===== src/pkg/actdm_pkg.sv =====
package actdm_pkg;
    // frame geometry
    localparam int unsigned SLOT_BITS     = 16;
    localparam int unsigned SLOTS         = 16;
    localparam logic [3:0]  LAST_BIT      = 4'hf;
    localparam logic [3:0]  SLOT14        = 4'he;
    localparam logic [4:0]  RX_COUNT      = 5'h05;
    localparam logic [4:0]  TX7_COUNT     = 5'h07;
    localparam logic [4:0]  TX16_COUNT    = 5'h10;
    // channel masks
    localparam logic [15:0] RX_MASK_RST   = 16'h001f;
    localparam logic [15:0] TX7_MASK      = 16'h007f;
    localparam logic [15:0] TX16_MASK     = 16'hffff;
    localparam logic [15:0] TX_MASK_RST   = 16'h001f;
    // setup words
    localparam logic [15:0] TAG_SETUP     = 16'he000;
    localparam logic [15:0] CFG_ADDR      = 16'h7400;
    localparam logic [15:0] CFG_DATA      = 16'hff80;
    // register offsets
    localparam logic [5:0]  A_CTRL        = 6'h00;
    localparam logic [5:0]  A_RXMASK      = 6'h01;
    localparam logic [5:0]  A_TXMASK      = 6'h02;
    localparam logic [5:0]  A_STATUS      = 6'h03;
    localparam logic [5:0]  A_TXBUF       = 6'h10;
    localparam logic [5:0]  A_RXBUF       = 6'h20;
    // interrupt vectoring latency
    localparam logic [2:0]  IRQ_LAT       = 3'h4;
    // link clock frequency in MHz
    localparam real         BCLK_MHZ      = 12.288;
endpackage


===== src/rtl/actdm_engine.sv =====
// Design decisions made here: the register addresses and the strobed register port.
`timescale 1ns/1ps
// What the document requires of this block and its host
// RL1 - each slot is sixteen bits on the serial bit clock
// RL2 - host sends tag word e000 during setup
// RL3 - host sends config address 7400 and data ff80 during setup
// RL4 - unused transmit slots carry zero words
// RL5 - receive mask 0000001f takes slots 0-4 into five-word buffer
// RL6 - seven-slot option: mask 0000007f, count 7, slots 5-6 zero
// RL7 - sixteen-slot option: mask 0000ffff, count 16, zeros in 5-15
// RL8 - per-frame count equals enabled channels; completion fires at zero
// RL9 - receive request one clock after last enabled word shifted in
// RL10 - vectoring waits four cycles after the request
// RL11 - sixteen-slot option fetches next tag after slot 14 sent
// RL12 - host has ten slots after receive irq to update tag
// RL13 - short buffers move tag to holding register a slot early
// RL14 - host must avoid writing tag too late
// RL15 - host writes tag within 74 cycles of transmit irq
// RL16 - host puts left audio in slot 3, right in 4
// RL17 - host polls valid or request bits below 48 kHz
// RL18 - buffer data leaves starting at next frame sync
// RL19 - five-slot receive irq after slot 4, tx continues through 15
// RL20 - host may process at 48 kHz with tags always set
// RL21 - host passes flags between handlers in memory
// RL22 - frame sync marks slot 0; slots follow in order
module actdm_engine (
    // clock and reset
    input  wire logic        mclk,
    input  wire logic        rst,
    // register port
    input  wire logic [5:0]  reg_addr,
    input  wire logic [15:0] reg_wdata,
    input  wire logic        reg_wr,
    input  wire logic        reg_rd,
    output logic      [15:0] reg_rdata,
    // serial link
    input  wire logic        bit_clk,
    input  wire logic        frame_sync,
    input  wire logic        sdata_in,
    output logic             sdata_out,
    // interrupt requests and vector entry
    output logic             rx_irq,
    output logic             tx_irq,
    output logic             rx_vector,
    output logic             tx_vector
);
    // storage
    logic [15:0] tx_buf [0:15];
    logic [15:0] rx_buf [0:4];
    logic [15:0] rx_channel_enable_mask_reg;
    logic [15:0] tx_channel_enable_mask_reg;
    logic        multichannel_tdm_operation_reg;
    logic        serial_tx_irq_enable_reg;
    logic        serial_rx_irq_enable_reg;
    logic [15:0] tx_holding_register_reg;
    logic [15:0] tx_shift_reg;
    logic [15:0] rx_shift_reg;
    logic [3:0]  bit_cnt_reg;
    logic [3:0]  slot_reg;
    logic        in_frame_reg;
    logic [4:0]  tx_count_reg;
    logic [4:0]  rx_count_reg;
    logic [4:0]  tx_ptr_reg;
    logic [2:0]  rx_ptr_reg;
    logic        rx_done_reg;
    logic        tx_done_reg;
    logic [2:0]  rx_lat_reg;
    logic [2:0]  tx_lat_reg;
    logic        rx_pend_reg;
    logic        tx_pend_reg;

    // synchronisers for link inputs
    logic [1:0] bclk_sync_reg;
    logic [1:0] fs_sync_reg;
    logic [1:0] din_sync_reg;
    logic       bclk_prev_reg;
    always_ff @(posedge mclk) begin
        if (rst) begin
            bclk_sync_reg <= 2'h0;
            fs_sync_reg   <= 2'h0;
            din_sync_reg  <= 2'h0;
            bclk_prev_reg <= 1'b0;
        end else begin
            bclk_sync_reg <= {bclk_sync_reg[0], bit_clk};
            fs_sync_reg   <= {fs_sync_reg[0], frame_sync};
            din_sync_reg  <= {din_sync_reg[0], sdata_in};
            bclk_prev_reg <= bclk_sync_reg[1];
        end
    end

    // bit clock edges: drive on rising, sample on falling
    logic rise;
    logic fall;
    assign rise = bclk_sync_reg[1] & ~bclk_prev_reg;
    assign fall = ~bclk_sync_reg[1] & bclk_prev_reg;

    // slot position decode
    logic       fs_start;
    logic       word_end;
    logic       rx_en_slot;
    logic       tx_en_slot;
    logic [4:0] rx_target;
    logic [4:0] tx_target;
    assign fs_start   = rise & fs_sync_reg[1] & multichannel_tdm_operation_reg;
    assign word_end   = in_frame_reg & (bit_cnt_reg == actdm_pkg::LAST_BIT);
    assign rx_en_slot = rx_channel_enable_mask_reg[slot_reg];
    assign tx_en_slot = tx_channel_enable_mask_reg[slot_reg + 4'h1];
    assign rx_target  = (rx_channel_enable_mask_reg == actdm_pkg::RX_MASK_RST)
                        ? actdm_pkg::RX_COUNT : actdm_pkg::RX_COUNT;
    assign tx_target  = (tx_channel_enable_mask_reg == actdm_pkg::TX16_MASK)
                        ? actdm_pkg::TX16_COUNT
                        : (tx_channel_enable_mask_reg == actdm_pkg::TX7_MASK)
                        ? actdm_pkg::TX7_COUNT : actdm_pkg::RX_COUNT;

    // frame and bit counters
    always_ff @(posedge mclk) begin
        if (rst) begin
            in_frame_reg <= 1'b0;
            bit_cnt_reg  <= 4'h0;
            slot_reg     <= 4'h0;
        end else if (fs_start) begin
            in_frame_reg <= 1'b1; // [RL22]
            bit_cnt_reg  <= 4'h0;
            slot_reg     <= 4'h0;
        end else if (rise && in_frame_reg) begin
            bit_cnt_reg <= bit_cnt_reg + 4'h1; // [RL1]
            if (word_end) begin
                slot_reg <= slot_reg + 4'h1;
                if (slot_reg == 4'hf)
                    in_frame_reg <= 1'b0;
            end
        end
    end

    // transmit shifter, loaded from holding register at each enabled slot start
    always_ff @(posedge mclk) begin
        if (rst) begin
            tx_shift_reg <= 16'h0000;
            sdata_out    <= 1'b0;
        end else if (fs_start || (rise && word_end && slot_reg != 4'hf)) begin
            // zero in slots outside the mask
            if (fs_start || tx_en_slot) begin
                tx_shift_reg <= {tx_holding_register_reg[14:0], 1'b0};
                sdata_out    <= tx_holding_register_reg[15]; // [RL18]
            end else begin
                tx_shift_reg <= 16'h0000;
                sdata_out    <= 1'b0; // [RL4]
            end
        end else if (rise && in_frame_reg) begin
            tx_shift_reg <= {tx_shift_reg[14:0], 1'b0};
            sdata_out    <= tx_shift_reg[15];
        end else if (rise) begin
            sdata_out <= 1'b0;
        end
    end

    // transmit dma: refill holding register one slot ahead
    logic tx_load;
    assign tx_load = fs_start
                     || (rise && word_end && slot_reg != 4'hf && tx_en_slot);
    always_ff @(posedge mclk) begin
        if (rst) begin
            tx_holding_register_reg <= actdm_pkg::TAG_SETUP;
            tx_ptr_reg              <= 5'h01;
            tx_count_reg            <= 5'h00;
            tx_done_reg             <= 1'b0;
        end else begin
            tx_done_reg <= 1'b0;
            if (fs_start)
                tx_count_reg <= tx_target - 5'h2; // [RL8] tag, word 1 out
            if (tx_load && tx_count_reg != 5'h00 && !fs_start)
                tx_count_reg <= tx_count_reg - 5'h1;
            if (tx_load && tx_count_reg == 5'h01 && !fs_start)
                tx_done_reg <= 1'b1; // [RL8]
            // fetch next word; after the final word, fetch next tag
            if (tx_load) begin
                if (tx_ptr_reg >= tx_target) begin
                    // [RL11] [RL13] tag fetched as last enabled slot starts
                    tx_holding_register_reg <= tx_buf[0];
                    tx_ptr_reg              <= 5'h01;
                end else begin
                    tx_holding_register_reg <= tx_buf[tx_ptr_reg[3:0]];
                    tx_ptr_reg              <= tx_ptr_reg + 5'h1; // [RL6] [RL7]
                end
            end
        end
    end

    // receive shifter and dma into five-word buffer
    always_ff @(posedge mclk) begin
        if (rst) begin
            rx_shift_reg <= 16'h0000;
            rx_ptr_reg   <= 3'h0;
            rx_count_reg <= 5'h00;
            rx_done_reg  <= 1'b0;
        end else begin
            rx_done_reg <= 1'b0;
            if (fs_start) begin
                rx_ptr_reg   <= 3'h0;
                rx_count_reg <= rx_target;
            end
            if (fall && in_frame_reg) begin
                rx_shift_reg <= {rx_shift_reg[14:0], din_sync_reg[1]};
                if (bit_cnt_reg == actdm_pkg::LAST_BIT && rx_en_slot
                    && rx_count_reg != 5'h00 && rx_ptr_reg < 3'h5) begin
                    rx_ptr_reg   <= rx_ptr_reg + 3'h1; // [RL5]
                    rx_count_reg <= rx_count_reg - 5'h1;
                    // [RL9] [RL19] request the cycle after the last word
                    if (rx_count_reg == 5'h01)
                        rx_done_reg <= 1'b1;
                end
            end
        end
    end

    // receive buffer writes
    genvar gi;
    generate
        for (gi = 0; gi < 5; gi++) begin : g_rx
            always_ff @(posedge mclk) begin
                if (rst)
                    rx_buf[gi] <= 16'h0000;
                else if (fall && in_frame_reg && rx_en_slot
                         && bit_cnt_reg == actdm_pkg::LAST_BIT
                         && rx_count_reg != 5'h00
                         && rx_ptr_reg == 3'(gi))
                    rx_buf[gi] <= {rx_shift_reg[14:0], din_sync_reg[1]};
            end
        end
    endgenerate

    // transmit buffer: setup words at reset, software writes after
    generate
        for (gi = 0; gi < 16; gi++) begin : g_tx
            always_ff @(posedge mclk) begin
                if (rst)
                    tx_buf[gi] <= (gi == 0) ? actdm_pkg::TAG_SETUP
                                : (gi == 1) ? actdm_pkg::CFG_ADDR
                                : (gi == 2) ? actdm_pkg::CFG_DATA
                                : 16'h0000;
                else if (reg_wr && reg_addr == actdm_pkg::A_TXBUF + 6'(gi))
                    tx_buf[gi] <= reg_wdata;
            end
        end
    endgenerate

    // control registers
    always_ff @(posedge mclk) begin
        if (rst) begin
            multichannel_tdm_operation_reg <= 1'b0;
            serial_tx_irq_enable_reg       <= 1'b0;
            serial_rx_irq_enable_reg       <= 1'b0;
            rx_channel_enable_mask_reg     <= actdm_pkg::RX_MASK_RST;
            tx_channel_enable_mask_reg     <= actdm_pkg::TX_MASK_RST;
        end else if (reg_wr) begin
            if (reg_addr == actdm_pkg::A_CTRL) begin
                multichannel_tdm_operation_reg <= reg_wdata[0];
                serial_tx_irq_enable_reg       <= reg_wdata[1];
                serial_rx_irq_enable_reg       <= reg_wdata[2];
            end
            if (reg_addr == actdm_pkg::A_RXMASK)
                rx_channel_enable_mask_reg <= reg_wdata; // [RL5]
            if (reg_addr == actdm_pkg::A_TXMASK)
                tx_channel_enable_mask_reg <= reg_wdata; // [RL6] [RL7]
        end
    end

    // interrupt requests and vectoring latency
    always_ff @(posedge mclk) begin
        if (rst) begin
            rx_irq      <= 1'b0;
            tx_irq      <= 1'b0;
            rx_vector   <= 1'b0;
            tx_vector   <= 1'b0;
            rx_lat_reg  <= 3'h0;
            tx_lat_reg  <= 3'h0;
            rx_pend_reg <= 1'b0;
            tx_pend_reg <= 1'b0;
        end else begin
            rx_irq    <= rx_done_reg & serial_rx_irq_enable_reg; // [RL9]
            tx_irq    <= tx_done_reg & serial_tx_irq_enable_reg;
            rx_vector <= 1'b0;
            tx_vector <= 1'b0;
            if (rx_done_reg && serial_rx_irq_enable_reg) begin
                rx_pend_reg <= 1'b1;
                rx_lat_reg  <= 3'h1;
            end else if (rx_pend_reg) begin
                rx_lat_reg <= rx_lat_reg + 3'h1;
                if (rx_lat_reg == actdm_pkg::IRQ_LAT) begin
                    rx_vector   <= 1'b1; // [RL10]
                    rx_pend_reg <= 1'b0;
                end
            end
            if (tx_done_reg && serial_tx_irq_enable_reg) begin
                tx_pend_reg <= 1'b1;
                tx_lat_reg  <= 3'h1;
            end else if (tx_pend_reg) begin
                tx_lat_reg <= tx_lat_reg + 3'h1;
                if (tx_lat_reg == actdm_pkg::IRQ_LAT) begin
                    tx_vector   <= 1'b1; // [RL10]
                    tx_pend_reg <= 1'b0;
                end
            end
        end
    end

    // read data, one cycle after the strobe
    always_ff @(posedge mclk) begin
        if (rst) begin
            reg_rdata <= 16'h0000;
        end else if (reg_rd) begin
            reg_rdata <= 16'h0000;
            if (reg_addr == actdm_pkg::A_CTRL)
                reg_rdata <= {13'h0000, serial_rx_irq_enable_reg,
                              serial_tx_irq_enable_reg,
                              multichannel_tdm_operation_reg};
            else if (reg_addr == actdm_pkg::A_RXMASK)
                reg_rdata <= rx_channel_enable_mask_reg;
            else if (reg_addr == actdm_pkg::A_TXMASK)
                reg_rdata <= tx_channel_enable_mask_reg;
            else if (reg_addr == actdm_pkg::A_STATUS)
                reg_rdata <= {3'h0, tx_count_reg, in_frame_reg,
                              3'h0, slot_reg};
            else if (reg_addr[5:4] == 2'h1)
                reg_rdata <= tx_buf[reg_addr[3:0]];
            else if (reg_addr[5:4] == 2'h2 && reg_addr[3:0] < 4'h5)
                reg_rdata <= rx_buf[reg_addr[2:0]];
        end else begin
            reg_rdata <= 16'h0000;
        end
    end
endmodule


===== config.mk =====
export PLATFORM = sky130hd
export DESIGN_NAME = actdm_engine
export DESIGN_NICKNAME = d
export VERILOG_FILES = /design/src/pkg/actdm_pkg.sv /design/src/rtl/actdm_engine.sv
export SDC_FILE = /design/constraint.sdc
export NUM_CORES = 1
export LEC_CHECK = 0
export BUFFER_PORTS_ARGS = -buffer_cell sky130_fd_sc_hd__buf_4
export CAP_MARGIN = 20
export CORE_AREA = 2 2 212 214
export CTS_BUF_LIST = sky130_fd_sc_hd__clkbuf_8 sky130_fd_sc_hd__clkbuf_16
export CTS_CLUSTER_SIZE = 24
export DETAILED_ROUTE_END_ITERATION = 8
export DIE_AREA = 0 0 214 216
export GPL_ROUTABILITY_DRIVEN = 1
export PLACE_DENSITY = 0.79
export SETUP_SLACK_MARGIN = 0.02
export SYNTH_ARGS = -nofsm -noshare
export SYNTH_HDL_FRONTEND = slang
export SYNTH_SLANG_ARGS = --single-unit

===== constraint.sdc =====
create_clock -name mclk -period 6.19 [get_ports mclk]
set_input_delay 0.3095 -clock mclk [delete_from_list [all_inputs] [get_ports mclk]]
set_output_delay 0.3095 -clock mclk [all_outputs]
set_load 0.02 [all_outputs]

==> impl_metrics.sql, run 1 <==
INSERT INTO impl_metrics (metric_group, metric, value, unit) VALUES
('critical_path', 'worst_r2r_endpoint', 'tx_holding_register_reg[14]', ''),
('timing', 'max_freq', '0.294', 'GHz'),
('timing', 'worst_slew_margin_rel', '0.171', ''),
('place', 'detailedPlacementHpwl', '45.2', 'mm'),
('routing', 'avgRoutedWirePerCell', '27.1', 'um'),
('routing', 'route.antenna.remaining_nets', '0', ''),
('logic_synthesis', 'yosysSeqAreaShare', '0.549', ''),
('timing', 'hold_viol', '0', ''),
('finish', 'drive_gt1_frac', '0.181', ''),
('logic_synthesis', 'synth.ff_latch_count', '486', ''),
('finish', 'finalNetCount', '2026', ''),
('clock_tree', 'post_cts_resize_count', '0', ''),
('floorplanning', 'core_area', '43800', 'um2'),
('logic_synthesis', 'post_synth_net_total', '2028', ''),
('logic_synthesis', 'synth-main-ff-cell', 'edfxtp_1', ''),
('hold_path', 'whs_endpoint', 'rx_channel_enable_mask_reg[12]', ''),
('timing', 'setup_tns', '0', 'ps'),
('critical_path', 'critPathMaxFanout', '13', ''),
('timing', 'worst_slew_pin_slew', '1240', 'ps'),
('logic_synthesis', 'post-synth-top-area-cell', 'edfxtp_1', ''),
('global_route', 'grt_overflow', '0', ''),
('timing', 'setup_viol', '0', ''),
('finish', 'max_flop_register', 'tx_buf', ''),
('clock_tree', 'max-clock-path-buffers', '3', ''),
('global_route', 'grt_start_max_net_pins', '69', ''),
('routing', 'dr_total_vias', '17400', ''),
('logic_synthesis', 'synth_warnings', '0', ''),
('routing', 'number_of_drc_markers_after_the_initial_detailed_route_iteration', '2808', ''),
('place', 'place.port_buffers', '49', ''),
('global_route', 'grt_util_all_layers', '0.306', ''),
('routing', 'route.final.wire_length', '70.8', 'mm'),
('power', 'power-per-cell-area', '274', 'nW/um2'),
('timing', 'finalWorstPathRequiredPeriod', '3400', 'ps'),
('routing', 'detailroute.wirelength.met2', '32.0', 'mm'),
('clock_tree', 'cts_root_buf', 'clkbuf_16', ''),
('finish', 'final_cells', '2612', ''),
('logic_synthesis', 'synth_edf_count', '336', ''),
('critical_path', 'worst_ep_required_time', '6720', 'ps'),
('logic_synthesis', 'ys_async_sr_fraction', '0', ''),
('hold_path', 'hp-class', 'primary input to flip-flop', ''),
('floorplanning', 'num_rows', '77', ''),
('routing', 'detail_route.wirelength.met1', '25.4', 'mm'),
('finish', 'largest_register_ff_count', '256', ''),
('floorplanning', 'design.portCount', '50', ''),
('clock_tree', 'clock_insertion_delay_worst_skew', '610', 'ps'),
('routing', 'route.detailed.vias_per_inst', '6.67', ''),
('routing', 'detail_route.drc_violations', '0', ''),
('hold_path', 'whs_path_depth', '3', ''),
('clock_tree', 'htreeDepth', '2', ''),
('global_route', 'grt_pass1_wl', '106', 'mm'),
('critical_path', 'critical_path_launch_point_type', 'flip-flop', ''),
('finish', 'multi_input_gate_area_in_the_final_layout', '10200', 'um2'),
('power', 'leakagePower', '9.18', 'nW'),
('routing', 'count_of_tritonroute_iterations_in_the_first_routing_pass', '6', ''),
('clock_tree', 'post_cts.repair.setup_buffers', '0', ''),
('timing', 'grt_setup_unrepaired', 'false', ''),
('clock_tree', 'clock_tree_from_tritoncts', 'yes', ''),
('place', 'finalWeightedCongestion', '0.944', ''),
('logic_synthesis', 'netlist_top_cells_area', 'edfxtp_1 (42%), dfxtp_1 (13%), mux4_2 (12%), and2_1 (6.8%), nand2_1 (3.1%)', ''),
('global_route', 'grt_antenna_before_repair', '2', ''),
('power', 'worst_ir_drop_vdd', '218', 'uV'),
('run_status', 'status', 'complete, no violations', ''),
('clock_tree', 'cts_num_sinks', '486', ''),
('logic_synthesis', 'synth_cell_area', '23800', 'um2'),
('finish', 'layout.filler_cells', '3327', ''),
('logic_synthesis', 'synth_top_cells_by_count', 'edfxtp_1 (336), and2_1 (258), nand2_1 (197), dfxtp_1 (150), mux4_2 (126)', ''),
('finish', 'top_regs', 'tx_buf x256, rx_buf x80', ''),
('logic_synthesis', 'synth_cells', '1979', ''),
('floorplanning', 'die_h', '216', 'um'),
('clock_tree', 'numCtsBuffers', '51', ''),
('timing', 'fin_skew', '17.9', 'ps');
==> timing repair <==
item                                    CTS  global route
endpoints found under the setup margin    0             0
hold buffers                              3             1
endpoints found under the hold margin     3             1
==> worst max-delay path by stage <==
stage | start | to | slack (ps) | cells after the start
after floorplan | reg_addr[2] | tx_buf[13][0] | 2950 | 6
after global placement | slot_reg[0] | flip-flop | 2650 | 6
after detailed placement | reg_addr[0] | reg_rdata[6] | 2850 | 6
after CTS | slot_reg[0] | tx_holding_register_reg[5] | 2870 | 7
after global routing | slot_reg[0] | tx_holding_register_reg[14] | 2670 | 7
final | slot_reg[0] | tx_holding_register_reg[14] | 2790 | 7
==> cells by family (layout without fill, tap and decap cells) <==
logic type | count (synthesis) | after routing | share of synthesized area
and+or+nand+nor | 791 | 791 | 0.171
DFF | 486 | 486 | 0.549
AOI/OAI and AO/OA | 283 | 283 | 0.0738
muxes | 217 | 217 | 0.161
buffers and inverters | 168 | 208 | 0.0293
adders and majority gates | 20 | 20 | 0.0105
xor gates and xnor gates | 14 | 14 | 0.00515
other | 0 | 1 | 0
==> per-layer routing <==
metal  vias to the layer above  GRT usage
li1                       7324          -
met1                      8507      0.407
met2                      1334      0.469
met3                       250     0.0722
met4                         0      0.158
met5                         -    0.00417
==> per-stage QoR <==
step | instance area [um2] | total power [mW] | setup WS, ps
6_report | 26600 | 7.27 | 2790
5_1_grt | 26600 | 7.44 | 2670
4_1_cts | 26500 | 7.26 | 2870
3_5_place_dp | 24800 | 4.20 | 2850
3_3_place_gp | 24800 | 4.18 | 2650
2_1_floorplan | 23800 | 4.00 | 2950
==> report_power, final <==
| part | leakage, nW | total [mW] | internal, mW | switching (mW) |
|---|---|---|---|---|
| Clock | 0.879 | 3.12 | 1.80 | 1.32 |
| Sequential | 4.42 | 3.67 | 3.59 | 0.0723 |
| Combinational | 3.88 | 0.493 | 0.194 | 0.299 |
| Total | 9.18 | 7.27 | 5.59 | 1.69 |
==> layout make-up <==
class                      instances  share of cell area
multi-input combinational       1325               0.384
sequential                       486               0.493
tap                              592              0.0279
timing repair buffer              96              0.0288
inverter                          17             0.00240
clock inverter                    38              0.0128
antenna                            1           0.0000942
clock buffer                      57              0.0515
==> critical path: stages, from the launching register on <==
cell      delay, ps
dfxtp_1         610
ha_1            350
mux4_1          600
mux4_2          530
a31oi_1         680
buf_4           310
a211oi_1         60
o21ai_0         180
==> placed cells by master, fill, tap and decap left out, types with 5 or more instances in the layout <==
| cell type | n |
|---|---|
| clkinv_1 | 6 |
| nand3_1 | 54 |
| xor2_1 | 8 |
| a221oi_2 | 7 |
| buf_4 | 87 |
| mux2i_1 | 71 |
| ha_1 | 20 |
| nor2_1 | 108 |
| o21ai_2 | 15 |
| nor3_1 | 40 |
| inv_1 | 27 |
| mux2_2 | 16 |
| nand2b_1 | 22 |
| clkbuf_8 | 5 |
| a22oi_1 | 25 |
| o22ai_1 | 27 |
| nor2_2 | 9 |
| a31o_2 | 6 |
| a221oi_1 | 15 |
| clkbuf_16 | 52 |
| edfxtp_1 | 336 |
| mux4_2 | 126 |
| xnor2_1 | 6 |
| bufinv_16 | 5 |
| nand2_1 | 197 |
| nor2b_1 | 35 |
| o21ai_0 | 43 |
| clkinv_2 | 10 |
| a211oi_1 | 19 |
| dfxtp_1 | 147 |
| or4_1 | 5 |
| and2_1 | 258 |
| nand4_1 | 14 |
| a21oi_1 | 109 |
| and3_1 | 22 |
Note: power is estimated with default switching activity, not from simulation.
==> inputs of run 2 (changes only) <==
Settings changed: PLACE_DENSITY 0.79 to 0.81.
Clock period 6.19 ns to 2.85 ns, I/O delays scaled along.
==> run 2 against run 1 <==
Compared with the run above: the flow now finishes with violations (negative setup slack); final area increased by 2.6%; critical path depth is 2 lower; final cell count increased by 3.5%; flip-flop and latch count unchanged; sequential power up 120%; fmax is 19% higher; combinational power rose by 130%; setup slack worse by 2800 ps; wire length up 1.8%; global-route usage grew 0.29 points; non-clock buffer count rose by 95; critical path type unchanged; critical endpoint is now tx_holding_register_reg[0].
==> impl_metrics.sql, run 2 (same netlist as run 1, synthesis figures left out) <==
INSERT INTO impl_metrics (metric_group, metric, value, unit) VALUES
('finish', 'largest_register_ff_count', '256', ''),
('clock_tree', 'htreeDepth', '2', ''),
('routing', 'route.final.wire_length', '72.2', 'mm'),
('finish', 'max_flop_register', 'tx_buf', ''),
('global_route', 'grt_pass1_wl', '108', 'mm'),
('floorplanning', 'initial_standard_cell_utilization_of_the_core', '0.544', ''),
('timing', 'fin_skew', '30.1', 'ps'),
('routing', 'route.detailed.vias_per_inst', '6.60', ''),
('clock_tree', 'clock_insertion_delay_worst_skew', '600', 'ps'),
('routing', 'avgRoutedWirePerCell', '26.7', 'um'),
('global_route', 'grt_antenna_before_repair', '0', ''),
('timing', 'fin_ws', '-7.65', 'ps'),
('routing', 'count_of_tritonroute_iterations_in_the_first_routing_pass', '6', ''),
('place', 'placed_area', '25400', 'um2'),
('finish', 'final_area', '27300', 'um2'),
('global_route', 'grt_start_max_net_pins', '62', ''),
('finish', 'final_cells', '2703', ''),
('timing', 'setup_viol', '1', ''),
('routing', 'number_of_drc_markers_after_the_initial_detailed_route_iteration', '2925', ''),
('critical_path', 'worst_ep_required_time', '3320', 'ps'),
('clock_tree', 'max-clock-path-buffers', '3', ''),
('hold_path', 'hp-class', 'primary input to flip-flop', ''),
('clock_tree', 'cts_root_buf', 'clkbuf_16', ''),
('run_status', 'status', 'complete, but fails checks', ''),
('finish', 'finish.utilization', '0.622', ''),
('floorplanning', 'die_footprint', '46200', 'um2'),
('clock_tree', 'numCtsBuffers', '50', ''),
('timing', 'finalWorstPathRequiredPeriod', '2860', 'ps'),
('floorplanning', 'die_h', '216', 'um'),
('floorplanning', 'design.portCount', '50', ''),
('finish', 'mostFrequentLayoutCell', 'edfxtp_1', ''),
('finish', 'layout.filler_cells', '3210', ''),
('timing', 'hold_viol', '0', ''),
('finish', 'most-common-layout-cells', 'edfxtp_1 (336), and2_1 (258), nand2_1 (196)', ''),
('floorplanning', 'die_w', '214', 'um'),
('finish', 'top_regs', 'tx_buf x256, rx_buf x80', ''),
('clock_tree', 'clock_tree_from_tritoncts', 'yes', ''),
('timing', 'finalCritPeriodShare', '1.00', ''),
('critical_path', 'critPathMaxFanout', '20', ''),
('critical_path', 'cp_data_arrival_time', '3320', 'ps'),
('timing', 'max_freq', '0.350', 'GHz'),
('place', 'detailedPlacementHpwl', '48.5', 'mm'),
('timing', 'grt_setup_unrepaired', 'true', ''),
('finish', 'count_of_inserted_antenna_diode_cells', '0', ''),
('power', 'worst_ir_drop_vdd', '400', 'uV'),
('global_route', 'grt_util_all_layers', '0.309', ''),
('critical_path', 'end_kind', 'flip-flop', ''),
('critical_path', 'critical_path_launch_point_type', 'flip-flop', ''),
('timing', 'worst_slew_pin_slew', '907', 'ps'),
('timing', 'setup_tns', '-7.65', 'ps'),
('floorplanning', 'num_rows', '77', ''),
('routing', 'dr_total_vias', '17900', ''),
('timing', 'worst_slew_margin_rel', '0.395', ''),
('run', 'cap_violations', '0', ''),
('run_status', 'violated_checks', 'negative setup slack', ''),
('power', 'leakagePower', '9.58', 'nW'),
('finish', 'drive_gt1_frac', '0.207', ''),
('clock_tree', 'path_clk_slew', '60', 'ps'),
('finish', 'finalNetCount', '2122', ''),
('global_route', 'first_global_vias', '17400', ''),
('routing', 'detail_route.drc_violations', '0', ''),
('place', 'finalWeightedCongestion', '0.959', ''),
('place', 'place.port_buffers', '49', ''),
('floorplanning', 'core_area', '43800', 'um2'),
('critical_path', 'crit_type', 'flip-flop to flip-flop', ''),
('clock_tree', 'cts_num_sinks', '486', ''),
('timing', 'timing_max_transition_violations_final', '0', ''),
('routing', 'route.antenna.remaining_nets', '0', ''),
('power', 'power-per-cell-area', '561', 'nW/um2'),
('global_route', 'grt_overflow', '0', ''),
('place', 'numPlacedInstances', '2582', ''),
('finish', 'area.growth.synth_to_final', '14.5', '%');
-- run 2: cell types whose count changed in the layout (fill, tap and decap cells not counted), moves of 3 or more --
cell           before  now
buf_12              0   10
buf_4              87  152
bufinv_16           5    1
clkbuf_8            5    2
clkinv_1            6    9
clkinv_2           10   13
dlygate4sd3_1       4   24
inv_1              27   24
nor2_1            108  116
nor2_2              9    1
nor3_2              4    8
-- run 2: timing repair --
| item | in CTS | in global routing |
|---|---|---|
| hold buffers | 24 | 0 |
| pin swaps | 0 | 1 |
| resized for setup | 2 | 13 |
| setup endpoints to repair | 24 | 36 |
| setup buffers | 0 | 4 |
| gates cloned | 0 | 2 |
| endpoints found under the hold margin | 65 | 0 |
-- run 2: worst paths after layout --
path	endpoint	start	depth (start not counted)	slack (ps)
setup / recovery	tx_holding_register_reg[0]	flip-flop	5	-8
hold / removal	reg_rdata[1]	reg_addr[5]	5	110
setup reg to reg	tx_holding_register_reg[0]	flip-flop	5	-8
hold reg to reg	fs_sync_reg[1]	fs_sync_reg[0]	1	460
-- run 2: metal layers --
layer | part of all wire | GRT usage | vias to the layer above
met3 | 0.13 | 0.0795 | 252
li1 | - | - | 7510
met1 | 0.36 | 0.411 | 8724
met5 | 0 | 0 | -
met4 | 0.050 | 0.144 | 0
met2 | 0.46 | 0.476 | 1364
-- run 2: worst max-delay path, stage by stage (launching register included) --
cell     delay, ps
dfxtp_2        810
nand2_1        720
o22ai_1        610
nor3_1         130
a21oi_1        340
o22ai_1        120
-- run 2: layout make-up --
class                           count  area (um2)  share of cell area
Clock buffer                       53        1300              0.0478
Multi-Input combinational cell   1327       10200               0.375
Sequential cell                   486       13100               0.480
Timing Repair Buffer              191        1640              0.0602
Tap cell                          592         741              0.0272
Clock inverter                     37         209             0.00766
Inverter                           17        63.8             0.00234
-- run 2: through the flow --
step           hold slack, ps  total power, mW  setup slack [ps]
2_1_floorplan             271             8.68              -221
3_3_place_gp              355             9.15              26.2
3_5_place_dp              363             9.19             -63.8
4_1_cts                  89.1             15.3              28.8
5_1_grt                   149             15.6              3.88
6_report                  112             15.3             -7.65
-- run 2: power breakdown --
| part | switching, mW | internal, mW | total, mW | leakage, nW |
|---|---|---|---|---|
| Clock | 2.79 | 3.39 | 6.18 | 0.782 |
| Combinational | 0.680 | 0.471 | 1.15 | 4.38 |
| Sequential | 0.167 | 7.80 | 7.97 | 4.42 |
| Total | 3.64 | 11.7 | 15.3 | 9.58 |
==> inputs of run 3 (changes only) <==
Settings changed: CTS_BUF_LIST sky130_fd_sc_hd__clkbuf_8 sky130_fd_sc_hd__clkbuf_16 to unset, CTS_CLUSTER_DIAMETER set to 120.
==> run 3 against run 2 <==
Compared with the run above: the run now ends clean; count of clock-buffer cells in the layout fell by 13; register-to-register slack better by 90 ps; combinational power about the same; wire length fell by 2.1%; largest cell class unchanged.
==> impl_metrics.sql, run 3 (same netlist as run 1, synthesis figures left out) <==
INSERT INTO impl_metrics (metric_group, metric, value, unit) VALUES
('finish', 'final_cells', '2651', ''),
('timing', 'finalCritPeriodShare', '0.971', ''),
('floorplanning', 'initial_standard_cell_utilization_of_the_core', '0.544', ''),
('finish', 'largest_register_ff_count', '256', ''),
('global_route', 'grt_antenna_before_repair', '2', ''),
('run', 'cap_violations', '0', ''),
('critical_path', 'worst_ep_required_time', '3290', 'ps'),
('finish', 'top_regs', 'tx_buf x256, rx_buf x80', ''),
('timing', 'fin_skew', '25.8', 'ps'),
('finish', 'max_flop_register', 'tx_buf', ''),
('floorplanning', 'die_footprint', '46200', 'um2'),
('clock_tree', 'htreeDepth', '1', ''),
('clock_tree', 'clock_tree_from_tritoncts', 'yes', ''),
('power', 'worst_ir_drop_vdd', '394', 'uV'),
('place', 'detailedPlacementHpwl', '48.5', 'mm'),
('timing', 'worst_slew_pin_slew', '1150', 'ps'),
('power', 'power.total', '13.2', 'mW'),
('clock_tree', 'cts_num_sinks', '486', ''),
('routing', 'detail_route.drc_violations', '0', ''),
('critical_path', 'regToRegSetupSlack', '80', 'ps'),
('floorplanning', 'die_h', '216', 'um'),
('global_route', 'first_global_vias', '17000', ''),
('finish', 'final_area', '26500', 'um2'),
('finish', 'count_of_inserted_antenna_diode_cells', '0', ''),
('timing', 'hold_viol', '0', ''),
('clock_tree', 'numCtsBuffers', '24', ''),
('critical_path', 'critical_path_launch_point_type', 'flip-flop', ''),
('timing', 'grt_setup_unrepaired', 'false', ''),
('clock_tree', 'path_clk_slew', '110', 'ps'),
('finish', 'finish.utilization', '0.604', ''),
('floorplanning', 'num_rows', '77', ''),
('floorplanning', 'core_area', '43800', 'um2'),
('timing', 'finalWorstPathRequiredPeriod', '2770', 'ps'),
('power', 'leakagePower', '9.14', 'nW'),
('place', 'place.port_buffers', '49', ''),
('routing', 'route.final.wire_length', '70.6', 'mm'),
('finish', 'finalNetCount', '2092', ''),
('critical_path', 'end_kind', 'flip-flop', ''),
('place', 'numPlacedInstances', '2582', ''),
('routing', 'route.antenna.remaining_nets', '0', ''),
('routing', 'count_of_tritonroute_iterations_in_the_first_routing_pass', '6', ''),
('place', 'placed_area', '25400', 'um2'),
('routing', 'number_of_drc_markers_after_the_initial_detailed_route_iteration', '2576', ''),
('global_route', 'grt_overflow', '0', ''),
('run_status', 'status', 'complete, no violations', ''),
('clock_tree', 'clock_insertion_delay_worst_skew', '590', 'ps'),
('timing', 'fin_ws', '83.2', 'ps'),
('place', 'finalWeightedCongestion', '0.959', ''),
('critical_path', 'crit_type', 'flip-flop to flip-flop', ''),
('routing', 'avgRoutedWirePerCell', '26.6', 'um'),
('timing', 'max_freq', '0.361', 'GHz'),
('global_route', 'grt_pass1_wl', '105', 'mm'),
('floorplanning', 'design.portCount', '50', ''),
('finish', 'most-common-layout-cells', 'edfxtp_1 (336), and2_1 (258), nand2_1 (197)', ''),
('global_route', 'grt_util_all_layers', '0.300', ''),
('clock_tree', 'max-clock-path-buffers', '3', ''),
('timing', 'setup_tns', '0', 'ps'),
('routing', 'dr_total_vias', '17500', ''),
('clock_tree', 'cts_root_buf', 'clkbuf_16', ''),
('timing', 'timing_max_transition_violations_final', '0', ''),
('critical_path', 'cp_data_arrival_time', '3210', 'ps'),
('timing', 'hold-worst-slack', '122', 'ps'),
('floorplanning', 'die_w', '214', 'um'),
('timing', 'setup_viol', '0', ''),
('power', 'power-per-cell-area', '497', 'nW/um2'),
('finish', 'area.growth.synth_to_final', '11.1', '%'),
('hold_path', 'hp-class', 'primary input to flip-flop', ''),
('timing', 'worst_slew_margin_rel', '0.228', ''),
('finish', 'mostFrequentLayoutCell', 'edfxtp_1', ''),
('critical_path', 'critPathMaxFanout', '5', ''),
('finish', 'drive_gt1_frac', '0.189', ''),
('global_route', 'grt_start_max_net_pins', '62', ''),
('routing', 'route.detailed.vias_per_inst', '6.62', ''),
('place', 'place_worst_setup_slack', '-63.8', 'ps');
## run 3: cell types whose count changed in the layout (fill, tap and decap cells not counted), sizes merged
cell	change
inv	-9
dlygate4sd3	-2
clkbuf	-13
clkinvlp	-2
buf	-2
clkinv	-24
## run 3: path summary, 6_finish.rpt
kind / start / endpoint / depth (start not counted)
max: slot_reg[0] / tx_shift_reg[4] / 7
min: reg_addr[4] / reg_rdata[1] / 5
max reg2reg: slot_reg[0] / tx_shift_reg[4] / 7
min reg2reg: fs_sync_reg[0] / fs_sync_reg[1] / 1
## run 3: layer usage
layer / routed length, um / vias up / GRT usage
li1: - / 7418 / -
met4: 3510 / 0 / 0.126
met5: 0 / - / 0
met3: 8930 / 237 / 0.0729
met2: 32100 / 1292 / 0.467
met1: 26100 / 8596 / 0.407
## run 3: area by class of cell
type | instances | area (um2)
Fill cell | 3326 | 17400
Sequential cell | 486 | 13100
Multi-Input combinational cell | 1327 | 10200
Timing Repair Buffer | 187 | 1600
Tap cell | 592 | 741
Clock buffer | 40 | 703
Inverter | 17 | 63.8
Clock inverter | 2 | 41.3
## run 3: power by group
part	internal, mW	total, mW	switching (mW)	leakage [nW]
combinational	0.470	1.15	0.678	4.37
clock	1.80	4.06	2.26	0.357
sequential	7.79	7.96	0.165	4.42
## run 3: repair_timing
action | CTS | global route
pin swaps | 0 | 1
hold endpoints to repair | 109 | 0
setup buffers | 0 | 3
gates cloned | 0 | 2
hold buffers | 22 | 0
resized for setup | 3 | 13
endpoints found under the setup margin | 26 | 28
## run 3: worst max-delay path, stage by stage (launching register included)
cell and delay, ps:
dfxtp_1 340, ha_2 380, mux4_1 570, mux4_2 530
buf_4 190, a31o_2 270, a221oi_1 260, nor3_1 80
